<file path="config.mk">
export PLATFORM = sky130hd
export DESIGN_NAME = wts_regs
export DESIGN_NICKNAME = d
export VERILOG_FILES = /design/src/verilog/wts_pkg.sv /design/src/verilog/wts_voice_if.sv /design/src/verilog/wts_launch_buf.sv /design/src/verilog/wts_regs.sv
export SDC_FILE = /design/constraint.sdc
export NUM_CORES = 1
export LEC_CHECK = 0
export BUFFER_PORTS_ARGS = -buffer_cell sky130_fd_sc_hd__buf_2
export CORE_ASPECT_RATIO = 1.25
export CORE_UTILIZATION = 50
export CTS_BUF_LIST = sky130_fd_sc_hd__clkbuf_8 sky130_fd_sc_hd__clkbuf_16
export CTS_CLUSTER_SIZE = 12
export DETAILED_ROUTE_END_ITERATION = 10
export HOLD_SLACK_MARGIN = 0.02
export PLACE_DENSITY = 0.72
export SLEW_MARGIN = 20
export SYNTH_ARGS = -nofsm -noshare
export SYNTH_HDL_FRONTEND = slang
export SYNTH_SLANG_ARGS = --single-unit
export TNS_END_PERCENT = 100
</file>
<file path="constraint.sdc">
create_clock -name core_clk -period 5.6 [get_ports core_clk]
set_input_delay 0.28 -clock core_clk [delete_from_list [all_inputs] [get_ports core_clk]]
set_output_delay 0.28 -clock core_clk [all_outputs]
set_load 0.005 [all_outputs]
</file>
<file path="src/verilog/wts_pkg.sv">
// Package of register offsets, field positions and reset values for the synth register bank
package wts_pkg;
   // Register indices (printed offsets are not all multiples of four: byte address is index * 4)
   localparam logic [7:0] IDX_DAC_HIGH   = 8'h1D;
   localparam logic [7:0] IDX_DAC_LOW    = 8'h1E;
   localparam logic [7:0] IDX_CONV_CTRL  = 8'h1F;
   localparam logic [7:0] IDX_VOICE_SEL  = 8'h20;
   localparam logic [7:0] IDX_PITCH_HI   = 8'h21;
   localparam logic [7:0] IDX_PITCH_LO   = 8'h22;
   localparam logic [7:0] IDX_BASE_HI    = 8'h23;
   localparam logic [7:0] IDX_BASE_LO    = 8'h24;
   localparam logic [7:0] IDX_LOOP_HI    = 8'h25;
   localparam logic [7:0] IDX_LOOP_LO    = 8'h26;
   localparam logic [7:0] IDX_ENV_VOL    = 8'h27;
   localparam logic [7:0] IDX_RSVD       = 8'h28;
   localparam logic [7:0] IDX_LVOL_LO    = 8'h29;
   localparam logic [7:0] IDX_RVOL_LO    = 8'h2A;
   localparam logic [7:0] IDX_FIRST      = 8'h1D;
   localparam logic [7:0] IDX_LAST       = 8'h2F;
   localparam int         ADDR_W         = 10;
   // Converter control bits
   localparam int BIT_SRC_RIGHT = 0;
   localparam int BIT_DAC_POWER = 1;
   localparam int BIT_SRC_LEFT  = 2;
   localparam logic [7:0] CONV_CTRL_MASK = 8'h07;
   localparam logic [7:0] CONV_CTRL_RST  = 8'h00;
   // Voice select bits
   localparam int BIT_VOLUME_ONLY = 7;
   localparam int BIT_PITCH_ONLY  = 6;
   localparam logic [7:0] VOICE_SEL_MASK = 8'hC7;
   localparam logic [7:0] VOICE_SEL_RST  = 8'h00;
   // Field masks of partially used registers
   localparam logic [7:0] BASE_HI_MASK = 8'h0F;
   localparam logic [7:0] ENV_VOL_MASK = 8'hBF;
   localparam int BIT_ENV_DIR = 7;
   // Wave data and bus response codes
   localparam logic [7:0] END_OF_WAVE  = 8'h80;
   localparam int         FETCH_W      = 17;
   localparam int         FETCH_LSB0   = 5;
   localparam logic [1:0] BRESP_OKAY   = 2'b00;
   localparam logic [1:0] BRESP_SLVERR = 2'b10;
endpackage

</file>
<file path="src/verilog/wts_voice_if.sv">
// Interface carrying one voice-parameter launch from register bank to voice buffer
`timescale 1ns/10ps
interface wts_voice_if;
   logic        valid;
   logic        ready;
   logic [2:0]  voice;
   logic [1:0]  mode;
   logic [15:0] pitch;
   logic [11:0] base;
   logic [15:0] widthLoop;
   logic [7:0]  envVol;
   logic [7:0]  lvol;
   logic [7:0]  rvol;
   modport src  (output valid, voice, mode, pitch, base, widthLoop, envVol, lvol, rvol,
                 input ready);
   modport sink (input valid, voice, mode, pitch, base, widthLoop, envVol, lvol, rvol,
                 output ready);
endinterface

</file>
<file path="src/verilog/wts_launch_buf.sv">
// Two-entry skid buffer holding voice launch commands toward the synth engine
`timescale 1ns/10ps
module wts_launch_buf #(
   parameter int WIDTH = 73
) (
   // Clock and reset
   input  wire logic             core_clk,
   input  wire logic             sys_rst,
   // Fill side
   wts_voice_if.sink             inPort,
   // Drain side
   output logic                  outValid,
   input  wire logic             outReady,
   output logic [WIDTH-1:0]      outData
);
   if (WIDTH != 73) begin : g_bad_width
      $error("WIDTH must match launch word");
   end

   logic [WIDTH-1:0] mem_r [2];
   logic             wrPtr_r;
   logic             rdPtr_r;
   logic [1:0]       count_r;
   logic [WIDTH-1:0] inWord;
   logic             push;
   logic             pop;

   assign inWord = {inPort.voice, inPort.mode, inPort.pitch, inPort.base,
                    inPort.widthLoop, inPort.envVol, inPort.lvol, inPort.rvol};
   assign inPort.ready = (count_r != 2'h2);
   assign outValid     = (count_r != 2'h0);
   assign push = inPort.valid && inPort.ready;
   assign pop  = outValid && outReady;

   always_ff @(posedge core_clk) begin
      if (push) begin
         mem_r[wrPtr_r] <= inWord;
      end
   end

   always_ff @(posedge core_clk) begin
      if (sys_rst) begin
         wrPtr_r <= 1'b0;
         rdPtr_r <= 1'b0;
         count_r <= 2'h0;
      end else begin
         if (push) begin
            wrPtr_r <= ~wrPtr_r;
         end
         if (pop) begin
            rdPtr_r <= ~rdPtr_r;
         end
         count_r <= count_r + {1'b0, push} - {1'b0, pop};
      end
   end

   // Head must be right in the cycle outValid rises, so a push into an empty head bypasses mem_r
   always_ff @(posedge core_clk) begin
      if (sys_rst) begin
         outData <= '0;
      end else if (push && (count_r == 2'h0 || (count_r == 2'h1 && pop))) begin
         outData <= inWord;
      end else if (pop && count_r == 2'h2) begin
         outData <= mem_r[~rdPtr_r];
      end
   end
endmodule

</file>
<file path="src/verilog/wts_regs.sv">
// AXI4-Lite register bank of the eight-voice wavetable synthesizer and its DAC
//
// Summary of operation
// - 16-bit DAC sample in two unreset bytes
// - Power bit 1, reset off
// - Source select: bit2 left, bit0 right
// - Low three bits pick voice
// - Voice-select write launches playback
// - Bits 7/6 choose volume or pitch update
// - Octave nibble plus 12-bit pitch step
// - 12-bit wave base, upper nibble unused
// - Bit7 width select, 15-bit loop offset
// - Unused bits and slots read zero
// - Width bit: 8-bit or packed 12-bit
// - Attenuation zero loudest, all ones quietest
// - Base drives fetch bits 16..5, rest zero
// - Sample byte 80H ends the wave
//
// The AXI4-Lite interface to the registers was chosen for this implementation.
`timescale 1ns/10ps
module wts_regs (
   // Clock and reset
   input  wire logic          core_clk,
   input  wire logic          sys_rst,
   // AXI4-Lite write address
   input  wire logic [9:0]    s_axi_awaddr,
   input  wire logic          s_axi_awvalid,
   output logic               s_axi_awready,
   // AXI4-Lite write data
   input  wire logic [31:0]   s_axi_wdata,
   input  wire logic [3:0]    s_axi_wstrb,
   input  wire logic          s_axi_wvalid,
   output logic               s_axi_wready,
   // AXI4-Lite write response
   output logic [1:0]         s_axi_bresp,
   output logic               s_axi_bvalid,
   input  wire logic          s_axi_bready,
   // AXI4-Lite read address
   input  wire logic [9:0]    s_axi_araddr,
   input  wire logic          s_axi_arvalid,
   output logic               s_axi_arready,
   // AXI4-Lite read data
   output logic [31:0]        s_axi_rdata,
   output logic [1:0]         s_axi_rresp,
   output logic               s_axi_rvalid,
   input  wire logic          s_axi_rready,
   // DAC
   output logic [15:0]        dacSampleWord,
   output logic               dacPower,
   output logic               dacSourceLeft,
   output logic               dacSourceRight,
   // Voice launch toward the engine
   output logic               launchValid,
   input  wire logic          launchReady,
   output logic [2:0]         launchVoice,
   output logic               launchPitchOnly,
   output logic               launchVolumeOnly,
   output logic [3:0]         pitchOctaveShift,
   output logic [11:0]        pitchStep,
   output logic [16:0]        waveFetchBase,
   output logic               sampleWidth12,
   output logic [14:0]        loopOffset,
   output logic               envelopeDirection,
   output logic [1:0]         envelopeSpan,
   output logic [9:0]         leftAttenuation,
   output logic [9:0]         rightAttenuation,
   // Wave end detection on fetched bytes
   input  wire logic [7:0]    fetchedByte,
   input  wire logic          fetchedValid,
   output logic               waveEnd
);
   // ==========================================================
   // Register storage
   logic [7:0] dacHigh_r;
   logic [7:0] dacLow_r;
   logic [7:0] convCtrl_r;
   logic [7:0] voiceSel_r;
   logic [7:0] pitchHi_r;
   logic [7:0] pitchLo_r;
   logic [7:0] baseHi_r;
   logic [7:0] baseLo_r;
   logic [7:0] loopHi_r;
   logic [7:0] loopLo_r;
   logic [7:0] envVol_r;
   logic [7:0] lvolLo_r;
   logic [7:0] rvolLo_r;

   // ==========================================================
   // Write channel
   logic [9:0]  awAddr_r;
   logic        awHeld_r;
   logic [31:0] wData_r;
   logic        wStrb0_r;
   logic        wHeld_r;
   logic        bvalid_r;
   logic        bErr_r;
   logic        doWrite;
   logic [7:0]  wrIdx;
   logic        wrHit;
   logic        launchPending_r;
   logic        launchStall;

   // A launch still waiting in front of a full buffer holds off further writes
   assign launchStall   = launchPending_r;
   assign s_axi_awready = !awHeld_r && !bvalid_r;
   assign s_axi_wready  = !wHeld_r && !bvalid_r;
   assign doWrite       = awHeld_r && wHeld_r && !bvalid_r && !launchStall;
   assign wrIdx         = awAddr_r[9:2];
   assign wrHit         = (awAddr_r[1:0] == 2'b00) && (wrIdx >= wts_pkg::IDX_FIRST)
                          && (wrIdx <= wts_pkg::IDX_LAST);
   assign s_axi_bvalid  = bvalid_r;
   assign s_axi_bresp   = bErr_r ? wts_pkg::BRESP_SLVERR : wts_pkg::BRESP_OKAY;

   always_ff @(posedge core_clk) begin
      if (sys_rst) begin
         awHeld_r <= 1'b0;
         awAddr_r <= '0;
      end else if (s_axi_awvalid && s_axi_awready) begin
         awHeld_r <= 1'b1;
         awAddr_r <= s_axi_awaddr;
      end else if (doWrite) begin
         awHeld_r <= 1'b0;
      end
   end

   always_ff @(posedge core_clk) begin
      if (sys_rst) begin
         wHeld_r  <= 1'b0;
         wData_r  <= '0;
         wStrb0_r <= 1'b0;
      end else if (s_axi_wvalid && s_axi_wready) begin
         wHeld_r  <= 1'b1;
         wData_r  <= s_axi_wdata;
         wStrb0_r <= s_axi_wstrb[0];
      end else if (doWrite) begin
         wHeld_r <= 1'b0;
      end
   end

   always_ff @(posedge core_clk) begin
      if (sys_rst) begin
         bvalid_r <= 1'b0;
         bErr_r   <= 1'b0;
      end else if (doWrite) begin
         bvalid_r <= 1'b1;
         bErr_r   <= !wrHit;
      end else if (s_axi_bready) begin
         bvalid_r <= 1'b0;
      end
   end

   // ==========================================================
   // Register updates; only byte lane 0 carries data
   logic       wrEn;
   logic [7:0] wb;
   assign wrEn = doWrite && wrHit && wStrb0_r;
   assign wb   = wData_r[7:0];

   always_ff @(posedge core_clk) begin
      if (wrEn && wrIdx == wts_pkg::IDX_DAC_HIGH) begin
         dacHigh_r <= wb;
      end
      if (wrEn && wrIdx == wts_pkg::IDX_DAC_LOW) begin
         dacLow_r <= wb;
      end
   end

   always_ff @(posedge core_clk) begin
      if (sys_rst) begin
         convCtrl_r <= wts_pkg::CONV_CTRL_RST;
      end else if (wrEn && wrIdx == wts_pkg::IDX_CONV_CTRL) begin
         convCtrl_r <= wb & wts_pkg::CONV_CTRL_MASK;
      end
   end

   always_ff @(posedge core_clk) begin
      if (sys_rst) begin
         voiceSel_r <= wts_pkg::VOICE_SEL_RST;
      end else if (wrEn && wrIdx == wts_pkg::IDX_VOICE_SEL) begin
         voiceSel_r <= wb & wts_pkg::VOICE_SEL_MASK;
      end
   end

   always_ff @(posedge core_clk) begin
      if (wrEn) begin
         case (wrIdx)
            wts_pkg::IDX_PITCH_HI: begin
               pitchHi_r <= wb;
            end
            wts_pkg::IDX_PITCH_LO: begin
               pitchLo_r <= wb;
            end
            wts_pkg::IDX_BASE_HI: begin
               baseHi_r <= wb & wts_pkg::BASE_HI_MASK;
            end
            wts_pkg::IDX_BASE_LO: begin
               baseLo_r <= wb;
            end
            wts_pkg::IDX_LOOP_HI: begin
               loopHi_r <= wb;
            end
            wts_pkg::IDX_LOOP_LO: begin
               loopLo_r <= wb;
            end
            wts_pkg::IDX_ENV_VOL: begin
               envVol_r <= wb & wts_pkg::ENV_VOL_MASK;
            end
            wts_pkg::IDX_LVOL_LO: begin
               lvolLo_r <= wb;
            end
            wts_pkg::IDX_RVOL_LO: begin
               rvolLo_r <= wb;
            end
            default: begin
            end
         endcase
      end
   end

   // ==========================================================
   // Launch path through the two-entry buffer
   wts_voice_if launchIf ();
   logic [72:0] launchWord;

   always_ff @(posedge core_clk) begin
      if (sys_rst) begin
         launchPending_r <= 1'b0;
      end else if (wrEn && wrIdx == wts_pkg::IDX_VOICE_SEL) begin
         launchPending_r <= 1'b1;
      end else if (launchIf.ready) begin
         launchPending_r <= 1'b0;
      end
   end

   // Snapshot taken at launch relies on parameters written beforehand
   assign launchIf.valid     = launchPending_r;
   assign launchIf.voice     = voiceSel_r[2:0];
   assign launchIf.mode      = {voiceSel_r[wts_pkg::BIT_VOLUME_ONLY],
                                voiceSel_r[wts_pkg::BIT_PITCH_ONLY]};
   assign launchIf.pitch     = {pitchHi_r, pitchLo_r};
   assign launchIf.base      = {baseHi_r[3:0], baseLo_r};
   assign launchIf.widthLoop = {loopHi_r, loopLo_r};
   assign launchIf.envVol    = envVol_r;
   assign launchIf.lvol      = lvolLo_r;
   assign launchIf.rvol      = rvolLo_r;

   wts_launch_buf #(
      .WIDTH (73)
   ) launchBuf (
      .core_clk (core_clk),
      .sys_rst  (sys_rst),
      .inPort   (launchIf),
      .outValid (launchValid),
      .outReady (launchReady),
      .outData  (launchWord)
   );

   // Mode bits travel with the launch
   assign launchVoice      = launchWord[72:70];
   assign launchVolumeOnly = launchWord[69];
   assign launchPitchOnly  = launchWord[68];
   assign pitchOctaveShift = launchWord[67:64];
   assign pitchStep        = launchWord[63:52];
   assign waveFetchBase    = {launchWord[51:40], 5'h00};
   assign sampleWidth12    = launchWord[39];
   assign loopOffset       = launchWord[38:24];
   // Envelope and attenuation fields, passed unaltered
   assign envelopeDirection = launchWord[23];
   assign leftAttenuation   = {launchWord[21:20], launchWord[15:8]};
   assign envelopeSpan      = launchWord[19:18];
   assign rightAttenuation  = {launchWord[17:16], launchWord[7:0]};

   // DAC outputs straight from their registers
   assign dacSampleWord  = {dacHigh_r, dacLow_r};
   assign dacPower       = convCtrl_r[wts_pkg::BIT_DAC_POWER];
   assign dacSourceLeft  = convCtrl_r[wts_pkg::BIT_SRC_LEFT];
   assign dacSourceRight = convCtrl_r[wts_pkg::BIT_SRC_RIGHT];

   always_ff @(posedge core_clk) begin
      if (sys_rst) begin
         waveEnd <= 1'b0;
      end else begin
         waveEnd <= fetchedValid && (fetchedByte == wts_pkg::END_OF_WAVE);
      end
   end

   // ==========================================================
   // Read channel
   logic        rvalid_r;
   logic [31:0] rdata_r;
   logic        rErr_r;
   logic [7:0]  rdIdx;
   logic        rdHit;
   logic [7:0]  rdByte;

   assign s_axi_arready = !rvalid_r;
   assign rdIdx = s_axi_araddr[9:2];
   assign rdHit = (s_axi_araddr[1:0] == 2'b00) && (rdIdx >= wts_pkg::IDX_FIRST)
                  && (rdIdx <= wts_pkg::IDX_LAST);

   // Unused slots and bits read zero
   always_comb begin
      rdByte = 8'h00;
      case (rdIdx)
         wts_pkg::IDX_DAC_HIGH:  rdByte = dacHigh_r;
         wts_pkg::IDX_DAC_LOW:   rdByte = dacLow_r;
         wts_pkg::IDX_CONV_CTRL: rdByte = convCtrl_r;
         wts_pkg::IDX_VOICE_SEL: rdByte = voiceSel_r;
         wts_pkg::IDX_PITCH_HI:  rdByte = pitchHi_r;
         wts_pkg::IDX_PITCH_LO:  rdByte = pitchLo_r;
         wts_pkg::IDX_BASE_HI:   rdByte = baseHi_r;
         wts_pkg::IDX_BASE_LO:   rdByte = baseLo_r;
         wts_pkg::IDX_LOOP_HI:   rdByte = loopHi_r;
         wts_pkg::IDX_LOOP_LO:   rdByte = loopLo_r;
         wts_pkg::IDX_ENV_VOL:   rdByte = envVol_r;
         wts_pkg::IDX_LVOL_LO:   rdByte = lvolLo_r;
         wts_pkg::IDX_RVOL_LO:   rdByte = rvolLo_r;
         default:                rdByte = 8'h00;
      endcase
   end

   always_ff @(posedge core_clk) begin
      if (sys_rst) begin
         rvalid_r <= 1'b0;
         rdata_r  <= '0;
         rErr_r   <= 1'b0;
      end else if (s_axi_arvalid && s_axi_arready) begin
         rvalid_r <= 1'b1;
         rdata_r  <= {24'h000000, rdHit ? rdByte : 8'h00};
         rErr_r   <= !rdHit;
      end else if (s_axi_rready) begin
         rvalid_r <= 1'b0;
      end
   end

   assign s_axi_rvalid = rvalid_r;
   assign s_axi_rdata  = rdata_r;
   assign s_axi_rresp  = rErr_r ? wts_pkg::BRESP_SLVERR : wts_pkg::BRESP_OKAY;
endmodule

</file>
==> flow_summary.toml <==
[pwr]
p_leak_nw = 5.62
power_mw = 5.47
power_density_nw_per_um2 = 347
peakVddDrop_mv = 0.244

[clocking]
numClockSinks = 346
h-tree-depth = 2
clk_pin_slew_worst_paths_ns = 0.06
clockRootBuffer = "clkbuf_16"
post_cts_buffers = 0
cts_tree = "done"
max-clock-path-buffers = 3
insertion_delay_ns = 0.51
cts_buffers = 35

[placement]
hpwl_um = 21900
place_congestion = 0.920
placed_area_um2 = 14600
io_buffers = 153
dp_cells = 1537
pre_cts_ws_ns = 2.94

[die]
io_pins = 212
rows = 67
dieArea_um2 = 28200
core_area_um2 = 26900
start_util_pct = 51.1
die_w_um = 150
die_h_um = 187

[routing]
firstDrtPassIters = 5
drtIter0Drc = 782
drt_wl_total_um = 33500
viasPerCell = 5.75
ant_nets = 0
post-route-drc-count = 0
avgRoutedWirePerCell_um = 20.8
num_vias = 9243

[yosys]
synth_edf_count = 227
synthTopCellsByArea = "edfxtp_1, dfxtp_1, mux2i_1"
syn_avg_cell_area_um2 = 12.4
synth_top_cell_area_share_pct = 49.6
yosysUniqueCellTypes = 62
ys.flop_type = "edfxtp_1"
synthArstFlopShare_pct = 0
synthCells = 1106
syn-cell-area_um2 = 13700
ys_ff_latch = 346
yosys_warnings = 0
synth_top_area_cell = "edfxtp_1"
seq_area_frac_synth_pct = 66.9

[sta]
fin_crit_ns = 2.73
fmax_mhz = 367
skew_ns = 0.0127
rsz0062_at_grt = "no"
finalHoldViolations = 0
setup_viol = 0
drv_slew = 0
finalWorstSetupSlack_ns = 2.87
fin_setup_tns_ns = 0
holdWs_ns = 0.0328
post-route-period-util_pct = 48.7
slew_headroom_pct = 35.0
worstMarginPinSlew_ns = 0.971

[worst_setup_path]
crit_chain = "a211oi_1 > nand2_1 > nor3_1 > nor4b_1 > nor2b_1"
slowest_stage = "nor2b_1"
r2r-end = "baseLo_r[5]"
crit_path_start_kind = "register"
crit_buf_inv = 0
critPathTopFamily = "simple AND/OR/NAND/NOR gates"
timing.rr.start = "awAddr_r[7]"
crit_cells = 5
path_max_fanout = 8
worstRegToRegCells = 5
crit_required_ns = 5.73
crit_arrival_ns = 2.85
reg2reg_slack_ns = 2.87
crit_path_end = "baseLo_r[5]"
critPathKind = "register to register"
startpoint = "awAddr_r[7]"
slowest_delay_ns = 0.80
end_kind = "register"

[cells_and_area]
drive_gt1_share_pct = 18.0
final_area_um2 = 15800
n_antenna_cell = 0
syn2layout_area_growth_pct = 14.7
final_core_util_pct = 58.6
final_nets = 1313
fin_cells = 1608

[global_routing]
grt_start_max_net_pins = 75
antenna_found_initial = 0
gr-total-overflow = 0
grt_usage_pct = 23.9
first_global_vias = 8813
grt_pass1_wl_um = 50800

[run_status]
outcome = "completed"

[flow_run]
cap_viol_max_count = 0

[min_path]
worstHoldStart = "s_axi_wdata[0]"
min-delay-path-class = "input pin to register"
## cell families (layout without fill, tap and decap cells)
logic type | count (synthesis) | count (layout) | synth area share [%]
fa+ha+maj | 2 | 2 | 0.182
flops | 346 | 346 | 66.9
compound gates | 241 | 241 | 11.5
simple gates | 304 | 304 | 9.95
buf+inv | 114 | 241 | 4.07
other cells | 1 | 31 | 0.0273
mux | 94 | 94 | 7.06
xor+xnor | 4 | 4 | 0.255
## cells in the mapped netlist (11+ instances only)
cell type,count
dfxtp_1,119
a211oi_1,73
nor2_1,166
buf_1,12
a21oi_1,105
clkbuf_1,62
nand4_1,11
nand2_1,62
edfxtp_1,227
buf_4,33
mux2i_1,88
## placed cells by master, fill, tap and decap left out, types with 4 or more instances in the layout
cell and instances:
edfxtp_1 227, nor2_1 165, buf_2 152, dfxtp_1 118, a21oi_1 105, mux2i_1 88, a211oi_1 73, nand2_1 62
clkbuf_16 37, conb_1 31, inv_1 29, buf_4 12, nand4_1 11, nand3_1 10, o21ai_0 10, a22oi_1 10
dlygate4sd3_1 9, a221oi_1 7, and2_1 7, nor2b_1 7, o221a_2 6, nor3b_1 6, mux2_2 4, nand2b_1 4
nor4_1 4, nor3_1 4, or2_2 4
## where the power goes
part | switching, mW | leakage, nW | internal [mW]
clock network | 0.901 | 0.594 | 1.23
registers | 0.0896 | 3.07 | 2.77
logic | 0.257 | 1.96 | 0.225
## worst reg2reg max path: cells and delay by family, from the launching register on
family          cells  cell delay (ns)
simple gates        4             1.68
compound gates      1             0.32
flops               1             0.36
## metal layers
layer | up-vias | track usage, % | wire length [um]
met4 | 0 | 8.86 | 1000
met1 | 4455 | 32.2 | 13700
li1 | 4313 | - | -
met3 | 72 | 3.88 | 2370
met2 | 403 | 38.7 | 16400
met5 | - | 0 | 0
## cell type report
class                           count  area [um^2]
Clock buffer                       37          926
Fill cell                        2167        11100
Clock inverter                     25          120
Timing Repair Buffer              173          941
Sequential cell                   346         9200
Inverter                            6         22.5
Tap cell                          345          432
Multi-Input combinational cell    676         4120
## worst min-delay path by stage
stage | end | slack [ns] | cells after the start
after floorplan | awAddr_r[0] | 0.42 | 2
after global placement | awAddr_r[0] | 0.45 | 2
after detailed placement | awAddr_r[0] | 0.46 | 2
after CTS | wData_r[0] | 0.02 | 3
after global routing | wData_r[0] | 0.04 | 3
final | wData_r[0] | 0.03 | 3
## sequential cells by signal, indices dropped and copies added (netlist names), 3 cells and up
name,flops
launchBuf.mem_r,144
launchBuf.outData,72
awAddr_r,10
baseLo_r,8
dacHigh_r,8
dacLow_r,8
launchIf.lvol,8
launchIf.rvol,8
loopHi_r,8
loopLo_r,8
pitchHi_r,8
pitchLo_r,8
s_axi_rdata,8
wData_r,8
envVol_r,7
voiceSel_r,5
baseHi_r,4
convCtrl_r,3
## repair_timing
| action | 4_1_cts | 5_1_grt |
|---|---|---|
| endpoints found under the hold margin | 9 | 0 |
| hold buffers | 9 | 0 |
| setup endpoints to repair | 0 | 0 |
| gates resized for setup | 0 | 0 |
Note: power is estimated with default switching activity, not from simulation.
